`src/inc/bdm_defs.svh`:
```
// Register offsets, field positions, reset values and timing counts
`ifndef BDM_DEFS_SVH
`define BDM_DEFS_SVH
`define BDM_CLK_NS          5
`define BDM_ADDR_W          5
`define BDM_OFS_CTRL        5'h00
`define BDM_OFS_DEMAND      5'h04
`define BDM_OFS_CONFIG      5'h08
`define BDM_OFS_RAMP        5'h0c
`define BDM_OFS_STATUS      5'h10
`define BDM_OFS_SPEED       5'h14
`define BDM_CTRL_RUN        0
`define BDM_CTRL_RESTART    1
`define BDM_CTRL_MODE_LO    2
`define BDM_CTRL_LIMIT_EN   4
`define BDM_CTRL_DIAG_SEL   5
`define BDM_CFG_PWM_LO      0
`define BDM_CFG_RES_LO      8
`define BDM_CFG_MIT_LO      12
`define BDM_CFG_US_LO       16
`define BDM_RST_CTRL        32'h0000_0000
`define BDM_RST_CONFIG      32'h0000_0000
`define BDM_RST_RAMP        16'h0064
`define BDM_PWM_BASE_NS     10000
`define BDM_PWM_STEP_NS     200
`define BDM_PWM_BASE_CYC    (`BDM_PWM_BASE_NS / `BDM_CLK_NS)
`define BDM_PWM_STEP_CYC    (`BDM_PWM_STEP_NS / `BDM_CLK_NS)
`define BDM_US_STEP         16'h000a
`define BDM_DUTY_FULL       10'h3ff
`endif

```
`src/inc/bdm_pkg.sv`:
```
// Types shared by the demand mode controller
package bdm_pkg;
  typedef enum logic [1:0] {
    BDM_MODE_OPEN,
    BDM_MODE_CURRENT,
    BDM_MODE_SPEED,
    BDM_MODE_RSVD
  } bdm_mode_t;

  typedef enum {
    BDM_ST_COAST,
    BDM_ST_RUN,
    BDM_ST_LOST
  } bdm_state_t;

  typedef struct packed {
    logic      diag_read_sel;
    logic      current_limit_en;
    bdm_mode_t mode;
    logic      auto_restart_enable;
    logic      run;
  } bdm_ctrl_t;

  typedef struct packed {
    logic [3:0] underspeed_threshold_sel;
    logic [3:0] max_current_threshold_sel;
    logic [2:0] speed_resolution_sel;
    logic [5:0] bridge_pwm_freq_sel;
  } bdm_cfg_t;
endpackage

```
`src/bdm_ctrl.sv`:
```
// Demand mode controller: Avalon-MM registers, mode mapping, speed loop, sync loss
`include "bdm_defs.svh"

// Functional notes
// - Open-loop: demand sets bridge duty directly
// - PWM frequency set by six-bit selector
// - Duty is peak fed to waveform generator
// - No minimum or maximum duty clamp
// - Current limit stays active when enabled
// - Speed below underspeed threshold flags sync loss
// - Open/current: auto-restart while run, restart, demand
// - No restart: hold lost until clear condition
// - Current mode: threshold scales with demand
// - Current mode uses top five demand bits
// - Reference equals demand times selected resolution
// - Resolution doubles from 0.1 Hz per code; codes 6 and 7 act as code 5
// - Speeds are electrical cycle frequency
// - Speed loop steps duty toward reference
// - Speed mode coasts until reference exceeds ramp end
// - Speed mode loss: bridge off, flag set
// - Speed mode no restart: off until stop
// - Speed mode auto-restart above ramp end speed
// - Speed mode keeps current limiter active
// - Run low forces coast, overrides all
// - Demand is ten-bit, meaning per mode
module bdm_ctrl
  import bdm_pkg::*;
#(
  parameter int DEMAND_W = 10,
  parameter int PWM_BASE = `BDM_PWM_BASE_CYC,
  parameter int PWM_STEP = `BDM_PWM_STEP_CYC
)(
  input  wire logic                   clk,
  input  wire logic                   nrst,
  input  wire logic [`BDM_ADDR_W-1:0] address,
  input  wire logic                   read,
  input  wire logic                   write,
  input  wire logic [31:0]            writedata,
  output logic      [31:0]            readdata,
  output logic                        waitrequest,
  input  wire logic [15:0]            motor_speed,
  input  wire logic                   seq_synced,
  output logic                        seq_start,
  output logic                        seq_reset,
  output logic                        bridge_enable,
  output logic                        bridge_pwm,
  output logic      [9:0]             peak_duty,
  output logic                        current_limit_active,
  output logic      [4:0]             current_threshold,
  output logic      [3:0]             max_current_threshold_sel,
  output logic                        sync_lost_flag
);
  generate
    if (DEMAND_W != 10 || PWM_BASE < 2 || PWM_STEP < 0 || PWM_BASE + 63 * PWM_STEP > 65535)
    begin : g_chk
      $error("bdm_ctrl: unsupported parameter values");
    end
  endgenerate

  bdm_ctrl_t  ctrl_q;
  bdm_cfg_t   cfg_q;
  logic [9:0]  demand_input_q;
  logic [15:0] start_ramp_end_speed_q;
  logic        ack_q;
  logic [31:0] rdata_q;
  bdm_state_t  state_q;
  logic [15:0] pwm_cnt_q;
  logic [9:0]  loop_duty_q;
  logic        seq_start_q;
  logic        seq_reset_q;
  logic        lost_q;
  logic        pwm_q;

  // Reference speed in 0.1 Hz steps of electrical frequency
  function automatic logic [15:0] ref_speed(input logic [9:0] d, input logic [2:0] s);
    logic [2:0] sh;
    sh = (s > 3'h5) ? 3'h5 : s;
    ref_speed = 16'(d) << sh;
  endfunction

  function automatic logic [15:0] pwm_period(input logic [5:0] sel);
    pwm_period = 16'(PWM_BASE + int'(sel) * PWM_STEP);
  endfunction

  logic        req;
  logic        acc;
  logic        wr_en;
  logic        status_rd;
  logic [15:0] speed_ref;
  logic [15:0] underspeed_frequency;
  logic [15:0] period;
  logic        pwm_tick;
  logic        start_ok;
  logic        stop_req;
  logic        loss;
  logic        lost_clear;

  assign req         = read | write;
  assign acc         = req & ack_q;
  assign wr_en       = write & ack_q;
  assign waitrequest = req & ~ack_q;
  assign readdata    = rdata_q;
  assign status_rd   = read & ack_q & (address == `BDM_OFS_STATUS) & ~ctrl_q.diag_read_sel;

  assign speed_ref = ref_speed(demand_input_q, cfg_q.speed_resolution_sel);
  assign underspeed_frequency =
    16'((int'(cfg_q.underspeed_threshold_sel) + 1) * int'(`BDM_US_STEP));
  assign period   = pwm_period(cfg_q.bridge_pwm_freq_sel);
  assign pwm_tick = (pwm_cnt_q >= period - 16'h0001);

  // Start permitted: speed mode waits for ramp end speed
  assign start_ok = (ctrl_q.mode == BDM_MODE_SPEED) ?
                    (speed_ref > start_ramp_end_speed_q) :
                    (demand_input_q != 10'h000);
  assign stop_req = ~ctrl_q.run | (demand_input_q == 10'h000);
  assign loss     = seq_synced & (motor_speed < underspeed_frequency);
  assign lost_clear = stop_req | (status_rd & (ctrl_q.mode != BDM_MODE_SPEED));

  // Bus handshake: answer one cycle after the request appears
  always_ff @(posedge clk)
  begin
    if (!nrst)
      ack_q <= 1'b0;
    else
      ack_q <= req & ~ack_q;
  end

  always_ff @(posedge clk)
  begin
    if (!nrst)
      rdata_q <= 32'h0000_0000;
    else if (read & ~ack_q)
    begin
      case (address)
        `BDM_OFS_CTRL:   rdata_q <= {26'h0, ctrl_q};
        `BDM_OFS_DEMAND: rdata_q <= {22'h0, demand_input_q};
        `BDM_OFS_CONFIG: rdata_q <= {12'h0, cfg_q.underspeed_threshold_sel,
                                     cfg_q.max_current_threshold_sel, 1'b0,
                                     cfg_q.speed_resolution_sel, 2'h0,
                                     cfg_q.bridge_pwm_freq_sel};
        `BDM_OFS_RAMP:   rdata_q <= {16'h0, start_ramp_end_speed_q};
        `BDM_OFS_STATUS: rdata_q <= {28'h0, peak_duty == `BDM_DUTY_FULL,
                                     state_q == BDM_ST_LOST, bridge_enable, lost_q};
        `BDM_OFS_SPEED:  rdata_q <= {motor_speed, speed_ref};
        default:         rdata_q <= 32'h0000_0000;
      endcase
    end
  end

  always_ff @(posedge clk)
  begin
    if (!nrst)
    begin
      ctrl_q                 <= bdm_ctrl_t'(6'(`BDM_RST_CTRL));
      cfg_q                  <= bdm_cfg_t'(17'(`BDM_RST_CONFIG));
      demand_input_q         <= 10'h000;
      start_ramp_end_speed_q <= `BDM_RST_RAMP;
    end
    else if (wr_en)
    begin
      case (address)
        `BDM_OFS_CTRL:   ctrl_q <= bdm_ctrl_t'(writedata[5:0]);
        `BDM_OFS_DEMAND: demand_input_q <= writedata[9:0];
        `BDM_OFS_CONFIG:
        begin
          cfg_q.bridge_pwm_freq_sel       <= writedata[`BDM_CFG_PWM_LO +: 6];
          cfg_q.speed_resolution_sel      <= writedata[`BDM_CFG_RES_LO +: 3];
          cfg_q.max_current_threshold_sel <= writedata[`BDM_CFG_MIT_LO +: 4];
          cfg_q.underspeed_threshold_sel  <= writedata[`BDM_CFG_US_LO +: 4];
        end
        `BDM_OFS_RAMP:   start_ramp_end_speed_q <= writedata[15:0];
        default:         ctrl_q <= ctrl_q;
      endcase
    end
  end

  // Bridge PWM period counter
  always_ff @(posedge clk)
  begin
    if (!nrst)
      pwm_cnt_q <= 16'h0000;
    else if (pwm_tick)
      pwm_cnt_q <= 16'h0000;
    else
      pwm_cnt_q <= pwm_cnt_q + 16'h0001;
  end

  // Run state machine
  always_ff @(posedge clk)
  begin
    if (!nrst)
      state_q <= BDM_ST_COAST;
    else if (!ctrl_q.run)
      state_q <= BDM_ST_COAST;
    else
    begin
      case (state_q)
        BDM_ST_COAST:
          if (start_ok)
            state_q <= BDM_ST_RUN;
        BDM_ST_RUN:
          if (!start_ok && ctrl_q.mode == BDM_MODE_SPEED && !loss)
            state_q <= BDM_ST_COAST;
          else if (stop_req)
            state_q <= BDM_ST_COAST;
          else if (loss && !(ctrl_q.auto_restart_enable && start_ok))
            state_q <= BDM_ST_LOST;
        BDM_ST_LOST:
          if (lost_clear)
            state_q <= BDM_ST_COAST;
        default:
          state_q <= BDM_ST_COAST;
      endcase
    end
  end

  // Sequencer start and restart pulses
  always_ff @(posedge clk)
  begin
    if (!nrst)
    begin
      seq_start_q <= 1'b0;
      seq_reset_q <= 1'b0;
    end
    else
    begin
      seq_start_q <= ctrl_q.run & (state_q == BDM_ST_COAST) & start_ok;
      seq_reset_q <= ctrl_q.run & ~stop_req & (state_q == BDM_ST_RUN) & loss &
                     ctrl_q.auto_restart_enable & start_ok;
    end
  end

  // Sticky loss flag; a new loss wins over the read clear
  always_ff @(posedge clk)
  begin
    if (!nrst)
      lost_q <= 1'b0;
    else if (state_q == BDM_ST_RUN && loss && ctrl_q.run)
      lost_q <= 1'b1;
    else if (status_rd)
      lost_q <= 1'b0;
  end

  // Speed loop sampled once per bridge PWM period
  always_ff @(posedge clk)
  begin
    if (!nrst)
      loop_duty_q <= 10'h000;
    else if (state_q != BDM_ST_RUN || ctrl_q.mode != BDM_MODE_SPEED)
      loop_duty_q <= 10'h000;
    else if (pwm_tick)
    begin
      if (motor_speed < speed_ref && loop_duty_q != `BDM_DUTY_FULL)
        loop_duty_q <= loop_duty_q + 10'h001;
      else if (motor_speed > speed_ref && loop_duty_q != 10'h000)
        loop_duty_q <= loop_duty_q - 10'h001;
    end
  end

  // Peak duty and current threshold per mode
  always_ff @(posedge clk)
  begin
    if (!nrst)
    begin
      peak_duty            <= 10'h000;
      current_threshold    <= 5'h00;
      current_limit_active <= 1'b0;
    end
    else
    begin
      case (ctrl_q.mode)
        BDM_MODE_OPEN:
        begin
          peak_duty            <= demand_input_q;
          current_threshold    <= 5'h1f;
          current_limit_active <= ctrl_q.current_limit_en;
        end
        BDM_MODE_CURRENT:
        begin
          peak_duty            <= `BDM_DUTY_FULL;
          current_threshold    <= demand_input_q[9:5];
          current_limit_active <= 1'b1;
        end
        BDM_MODE_SPEED:
        begin
          peak_duty            <= loop_duty_q;
          current_threshold    <= 5'h1f;
          current_limit_active <= 1'b1;
        end
        default:
        begin
          peak_duty            <= 10'h000;
          current_threshold    <= 5'h00;
          current_limit_active <= 1'b0;
        end
      endcase
    end
  end

  // Bridge PWM level: high while count is below duty share of period
  always_ff @(posedge clk)
  begin
    if (!nrst)
      pwm_q <= 1'b0;
    else
      pwm_q <= (state_q == BDM_ST_RUN) & ctrl_q.run &
               (26'(pwm_cnt_q) * 26'(`BDM_DUTY_FULL) < 26'(peak_duty) * 26'(period));
  end

  assign bridge_enable             = (state_q == BDM_ST_RUN) & ctrl_q.run;
  assign bridge_pwm                = pwm_q & bridge_enable;
  assign seq_start                 = seq_start_q;
  assign seq_reset                 = seq_reset_q;
  assign sync_lost_flag            = lost_q;
  assign max_current_threshold_sel = cfg_q.max_current_threshold_sel;
endmodule

```
`config.mk`:
```
export PLATFORM = sky130hd
export DESIGN_NAME = bdm_ctrl
export DESIGN_NICKNAME = d
export VERILOG_FILES = /design/src/inc/bdm_pkg.sv /design/src/bdm_ctrl.sv
export VERILOG_INCLUDE_DIRS = /design/src /design/src/inc
export SDC_FILE = /design/constraint.sdc
export NUM_CORES = 1
export LEC_CHECK = 0
export BUFFER_PORTS_ARGS = -buffer_cell sky130_fd_sc_hd__buf_2
export CELL_PAD_IN_SITES_DETAIL_PLACEMENT = 0
export CELL_PAD_IN_SITES_GLOBAL_PLACEMENT = 1
export CORE_ASPECT_RATIO = 1.4
export CORE_MARGIN = 1.5
export CORE_UTILIZATION = 52
export CTS_CLUSTER_DIAMETER = 40
export DETAILED_ROUTE_END_ITERATION = 8
export PLACE_DENSITY = 0.86
export SKIP_CTS_REPAIR_TIMING = 1
export SLEW_MARGIN = 10
export SYNTH_ARGS = -nofsm -noshare
export SYNTH_HDL_FRONTEND = slang
export SYNTH_SLANG_ARGS = --single-unit
export TNS_END_PERCENT = 20
```
`constraint.sdc`:
```
create_clock -name clk -period 14.4 [get_ports clk]
set_clock_uncertainty 0.2 [all_clocks]
set_input_delay 1.44 -clock clk [delete_from_list [all_inputs] [get_ports clk]]
set_output_delay 1.44 -clock clk [all_outputs]
set_load 0.02 [all_outputs]
```
Yosys cells after proc, flatten, opt, wreduce, memory -nomap -nowiden --
Cells that the tools add are included. Widths: inputs -> output; s select.
Cells by class: add/sub/neg operators 6, $mul 4, order comparisons 7, equal/unequal tests 18, shift-type cells 1, mux-type cells 16, bitwise logic cells 26, reduce and logical (&&, ||, !) cells 32
Operators by type and width (number):
- $pmux 32 s6 | 1
- $mux 32 | 5
- $pmux 32 s3 | 1
- $eq 32x2->1 const B | 2
- $logic_not 32->1 | 2
- $eq 32x1->1 const B | 1
- $eq 32x3->1 const B | 1
- $gt 16x16->1 | 2
- $ne 32x2->1 const B | 1
- $pmux 10 s3 | 1
- $lt 26x23->1 | 1
- $mul 16x10->26 const B | 1
- $mul 10x13->23 | 1
- $mux 10 | 2
- $reduce_bool 10->1 | 2
- $and 1x1->1 | 18
- $add 16x1->16 const B | 1
- $ge 16x16->1 | 1
- $lt 16x16->1 | 1
- $lt 16x9->1 | 1
- $shl 10x3->16 | 1
- $sub 13x1->14 const B | 1
- $add 11x12->13 const A | 1
- $reduce_and 2->1 | 6
- 30 further kinds | 55
Word-level totals: register bits 160, bits of input ports 58, output and inout bits 58, word-level logic and storage cells 133

Depth between registers and ports, before layout --
depth in word-level cells 12, mapped depth 36, depth with buffers taken out 35

Worst setup path before layout --
No wires, ideal clock.
path kind reg2reg, from register cfg_q[1] in the netlist's numbering, to register pwm_q, library setup time 0.088 ns, data arrival time 7.999 ns, required time 14.112 ns, slack 6.113 ns, stages on the path, launching flop included 34, path buffers 1, clock period less this slack 8.287 ns, path through dfxtp_1 ha_1 ha_1 inv_1 fa_1 nand2b_1 or3_1 o31ai_1 a21oi_1 xnor2_1 buf_2 nand2_1 fa_1 fa_1 fa_1 inv_1 fa_1 inv_1 fa_1 inv_1 ha_1 a21oi_1 o21bai_1 a22o_1 o21ai_0 nand3_1 a31o_2 a21oi_1 xnor2_1 ha_1 and4_1 a2111oi_0 nand3_1 nor4_2
On the way: word-level cells in the longest chain between the ends 5
RTL lines:
- start: declaration | RTL line bdm_ctrl.sv:61 | bdm_cfg_t cfg_q;
- start signal: assignment | RTL line bdm_ctrl.sv:155 | cfg_q <= bdm_cfg_t'(17'(`BDM_RST_CONFIG));
- $mul 6x3->9 | RTL line bdm_ctrl.sv:82 | pwm_period = 16'(PWM_BASE + int'(sel) * PWM_STEP);
- $add 11x12->13 | RTL line bdm_ctrl.sv:82
- $mul 10x13->23 | RTL line bdm_ctrl.sv:307 | (26'(pwm_cnt_q) * 26'(`BDM_DUTY_FULL) < 26'(peak_duty) * 26'(period));
- $lt 26x23->1 | RTL line bdm_ctrl.sv:307
- $and 1x1->1 | RTL line bdm_ctrl.sv:306 | pwm_q <= (state_q == BDM_ST_RUN) & ctrl_q.run &
- end signal: assignment | RTL line bdm_ctrl.sv:306
- end: declaration | RTL line bdm_ctrl.sv:72 | logic pwm_q;
No other way between the ends. A chain may end at the register's enable or synchronous reset.

Final worst setup path --
Same ends and word-level chain as after synthesis.

==> flow_summary.yaml <==
status:
  status: "finished clean"
synth:
  synthFlopType: "dfxtp_1"
  synth_seq_area_share_pct: 16.86
  synth_compound_area_share_pct: 15.15
  synth_xor_area_share_pct: 4.311
  synth.area.mux_share_pct: 2.123
  synth_top_family_by_area: "adder cells"
  ys_async_sr_fraction_pct: 0
  synth_top_area_share_pct: 19.06
  synth_edf_count: 0
  yosysUniqueCellTypes: 80
  ys_top_cells_by_area: "fa_1 19%, ha_1 18%, dfxtp_1 17%, nand2_1 5.3%, inv_1 4.8%"
  synth_simple_gate_area_share_pct: 17.16
  ys_ff_latch: 130
  synth_top_area_cell: "fa_1"
  syn_area_per_cell_sq_um: 8.645
  synth_cells: 1786
  yosys_warnings: 0
  synth_fa_ha_area_share_pct: 37.37
  syn-cell-area_sq_mm: 0.01544
die:
  core_area_sq_mm: 0.02917
  die_x_um: 148.6
  ios: 116
  placementRows: 74
  start_util_pct: 52.94
  dieArea_sq_mm: 0.03075
  die_height_um: 206.9
finish:
  fillers: 2698
  ff_latch_area_sq_mm: 0.002603
  nNetsFinal: 2275
  final_cell_mix: "226 x ha_1, 220 x nand2_1, 197 x inv_1"
  multi_input_comb_area_sq_mm: 0.01178
  final_common_cell: "ha_1"
  final_core_util_pct: 57.52
  drive_above_1_share_pct: 9.585
  final-instance-count-excl-fill: 2238
  area_growth_pct: 8.663
global_route:
  overflow: 0
  grt_pass1_wl_mm: 66.54
  antenna_found_initial: 0
  grt_max_degree: 85
  grt_pass1_vias: 13057
  grt_usage_pct: 27.94
job:
  cap_violations: 0
setup_path:
  critical_path.startpoint_type: "register"
  crit_family: "adder cells"
  crit_end: "pwm_q"
  cp.depth: 34
  endpoint_kind: "register"
  critical_path_buf_inv_count: 5
  cp.arrival_ns: 9.45
  path_max_fanout: 18
  crit_path_start: "cfg_q[1]"
  r2r_cells: 34
  rrSetupSlack_ns: 5.11
  crit_type: "register to register"
  r2r_end: "pwm_q"
  crit_top_cell: "fa_1"
  crit_required_ns: 14.56
  crit_path_max_incr_delay_ns: 0.85
  rr_startpoint: "cfg_q[1]"
  slowest_stage: "dfxtp_1"
sta:
  slew_headroom_pct: 18.76
  finalMaxSlewViolations: 0
  hold_viol_final: 0
  rsz0062_at_grt: "false"
  setup_violations: 0
  finalCritPeriodShare_pct: 64.51
  min_period_ns: 9.290
  worst_pin_slew_ns: 1.188
  fmax_mhz: 107.6
  hold_ws_ns: 0.2622
  fin_setup_tns_ns: 0
detailed_routing:
  routedWlPerCell_um: 18.11
  wl_met1_mm: 15.04
  drt-initial-drc-count: 586
  drt-pass1-iter-count: 5
  routed_wl_mm: 40.53
  route.detailed.drc: 0
  dr_wl_met2_mm: 22.14
  dr_wl_met3_mm: 1.218
  routed-via-count: 12719
  ant_nets: 0
  avgViaCountPerCell: 5.683
  top_layer: "met4"
pwr:
  p_total_mw: 0.9623
  peakVddDrop_mv: 0.1014
  powerDensity_mw_per_mm2: 57.36
  p_leak_nw: 8.257
clocking:
  numCtsBuffers: 17
  clkTransAtPathRegs_ns: 0.07
  clk_latency_ns: 0.45
  cts_sinks: 130
  tritoncts: "yes"
  htreeDepth: 4
  cts_root_buffer: "clkbuf_16"
  cts_buffer_depth: 2
hold_path:
  hold_path_depth: 2
  hold_path.class: "register to register"
placement:
  io_buffers: 103
  hpwlAfterDp_mm: 32.16
  place_inst: 2205
  gp_congestion: 0.8892
[through the flow]
stage	area, sq um	setup WS (ns)
after floorplan	15450	6.113
after global placement	16220	5.248
after detailed placement	16220	5.074
after CTS	16770	5.050
after global routing	16770	4.473
final	16780	5.110
[worst register-to-register path, delay by kind of cell (launching register included)]
kind,cells,cell delay [ns]
buf+inv,5,0.43
xor+xnor,3,0.44
flops,1,0.85
compound gates,10,2.04
simple gates,6,1.24
fa+ha+maj,10,3.98
[Yosys cell counts (42+ instances only)]
library cell,number
a21boi_0,55
a21oi_1,81
and2_1,65
clkbuf_1,62
dfxtp_1,130
fa_1,147
ha_1,226
inv_1,197
nand2_1,220
nand3_1,47
nor2_1,86
o21ai_0,67
xnor2_1,42
[area by class of cell]
type                            instances  area share, %
Antenna cell                            1        0.01492
Clock buffer                           18          2.558
Clock inverter                         14         0.7234
Inverter                              197          4.407
Multi-Input combinational cell       1380          70.21
Sequential cell                       130          15.51
Tap cell                              380          2.834
Timing Repair Buffer                  118          3.744
[sequential cells by signal (all words and copies together) (netlist names)]
register	flops
current_threshold	5
max_current_threshold_sel	4
readdata	32
sync_lost_flag	1
cfg_q	13
seq_reset	1
ack_q	1
current_limit_active	1
demand_input_q	10
loop_duty_q	10
state_q	2
peak_duty	10
seq_start	1
pwm_cnt_q	16
start_ramp_end_speed_q	16
ctrl_q	6
pwm_q	1
[routing by layer]
metal  up-vias  GRT usage [%]
li1       6141              -
met1      6207          29.08
met2       275          53.92
met3        96          3.473
met4         0          15.28
met5         -              0
[cells by family after synthesis]
logic type,Yosys count
simple gates,551
fa+ha+maj,373
compound gates,344
buf+inv,279
flops,130
xor+xnor,76
mux,31
other cells,2
[worst min-delay path by stage]
stage,startpoint,to,slack [ns]
2_1_floorplan,start_ramp_end_speed_q[15],start_ramp_end_speed_q[15],0.25
3_3_place_gp,readdata[22],readdata[22],0.25
3_5_place_dp,readdata[21],readdata[21],0.26
4_1_cts,readdata[21],readdata[21],0.27
5_1_grt,readdata[23],readdata[23],0.29
6_report,readdata[21],readdata[21],0.26
[report_power, final]
part,switching (mW),internal (mW)
combinational,0.105,0.0758
clock,0.190,0.225
sequential,0.00367,0.362
(Power assumes the default switching activity.)
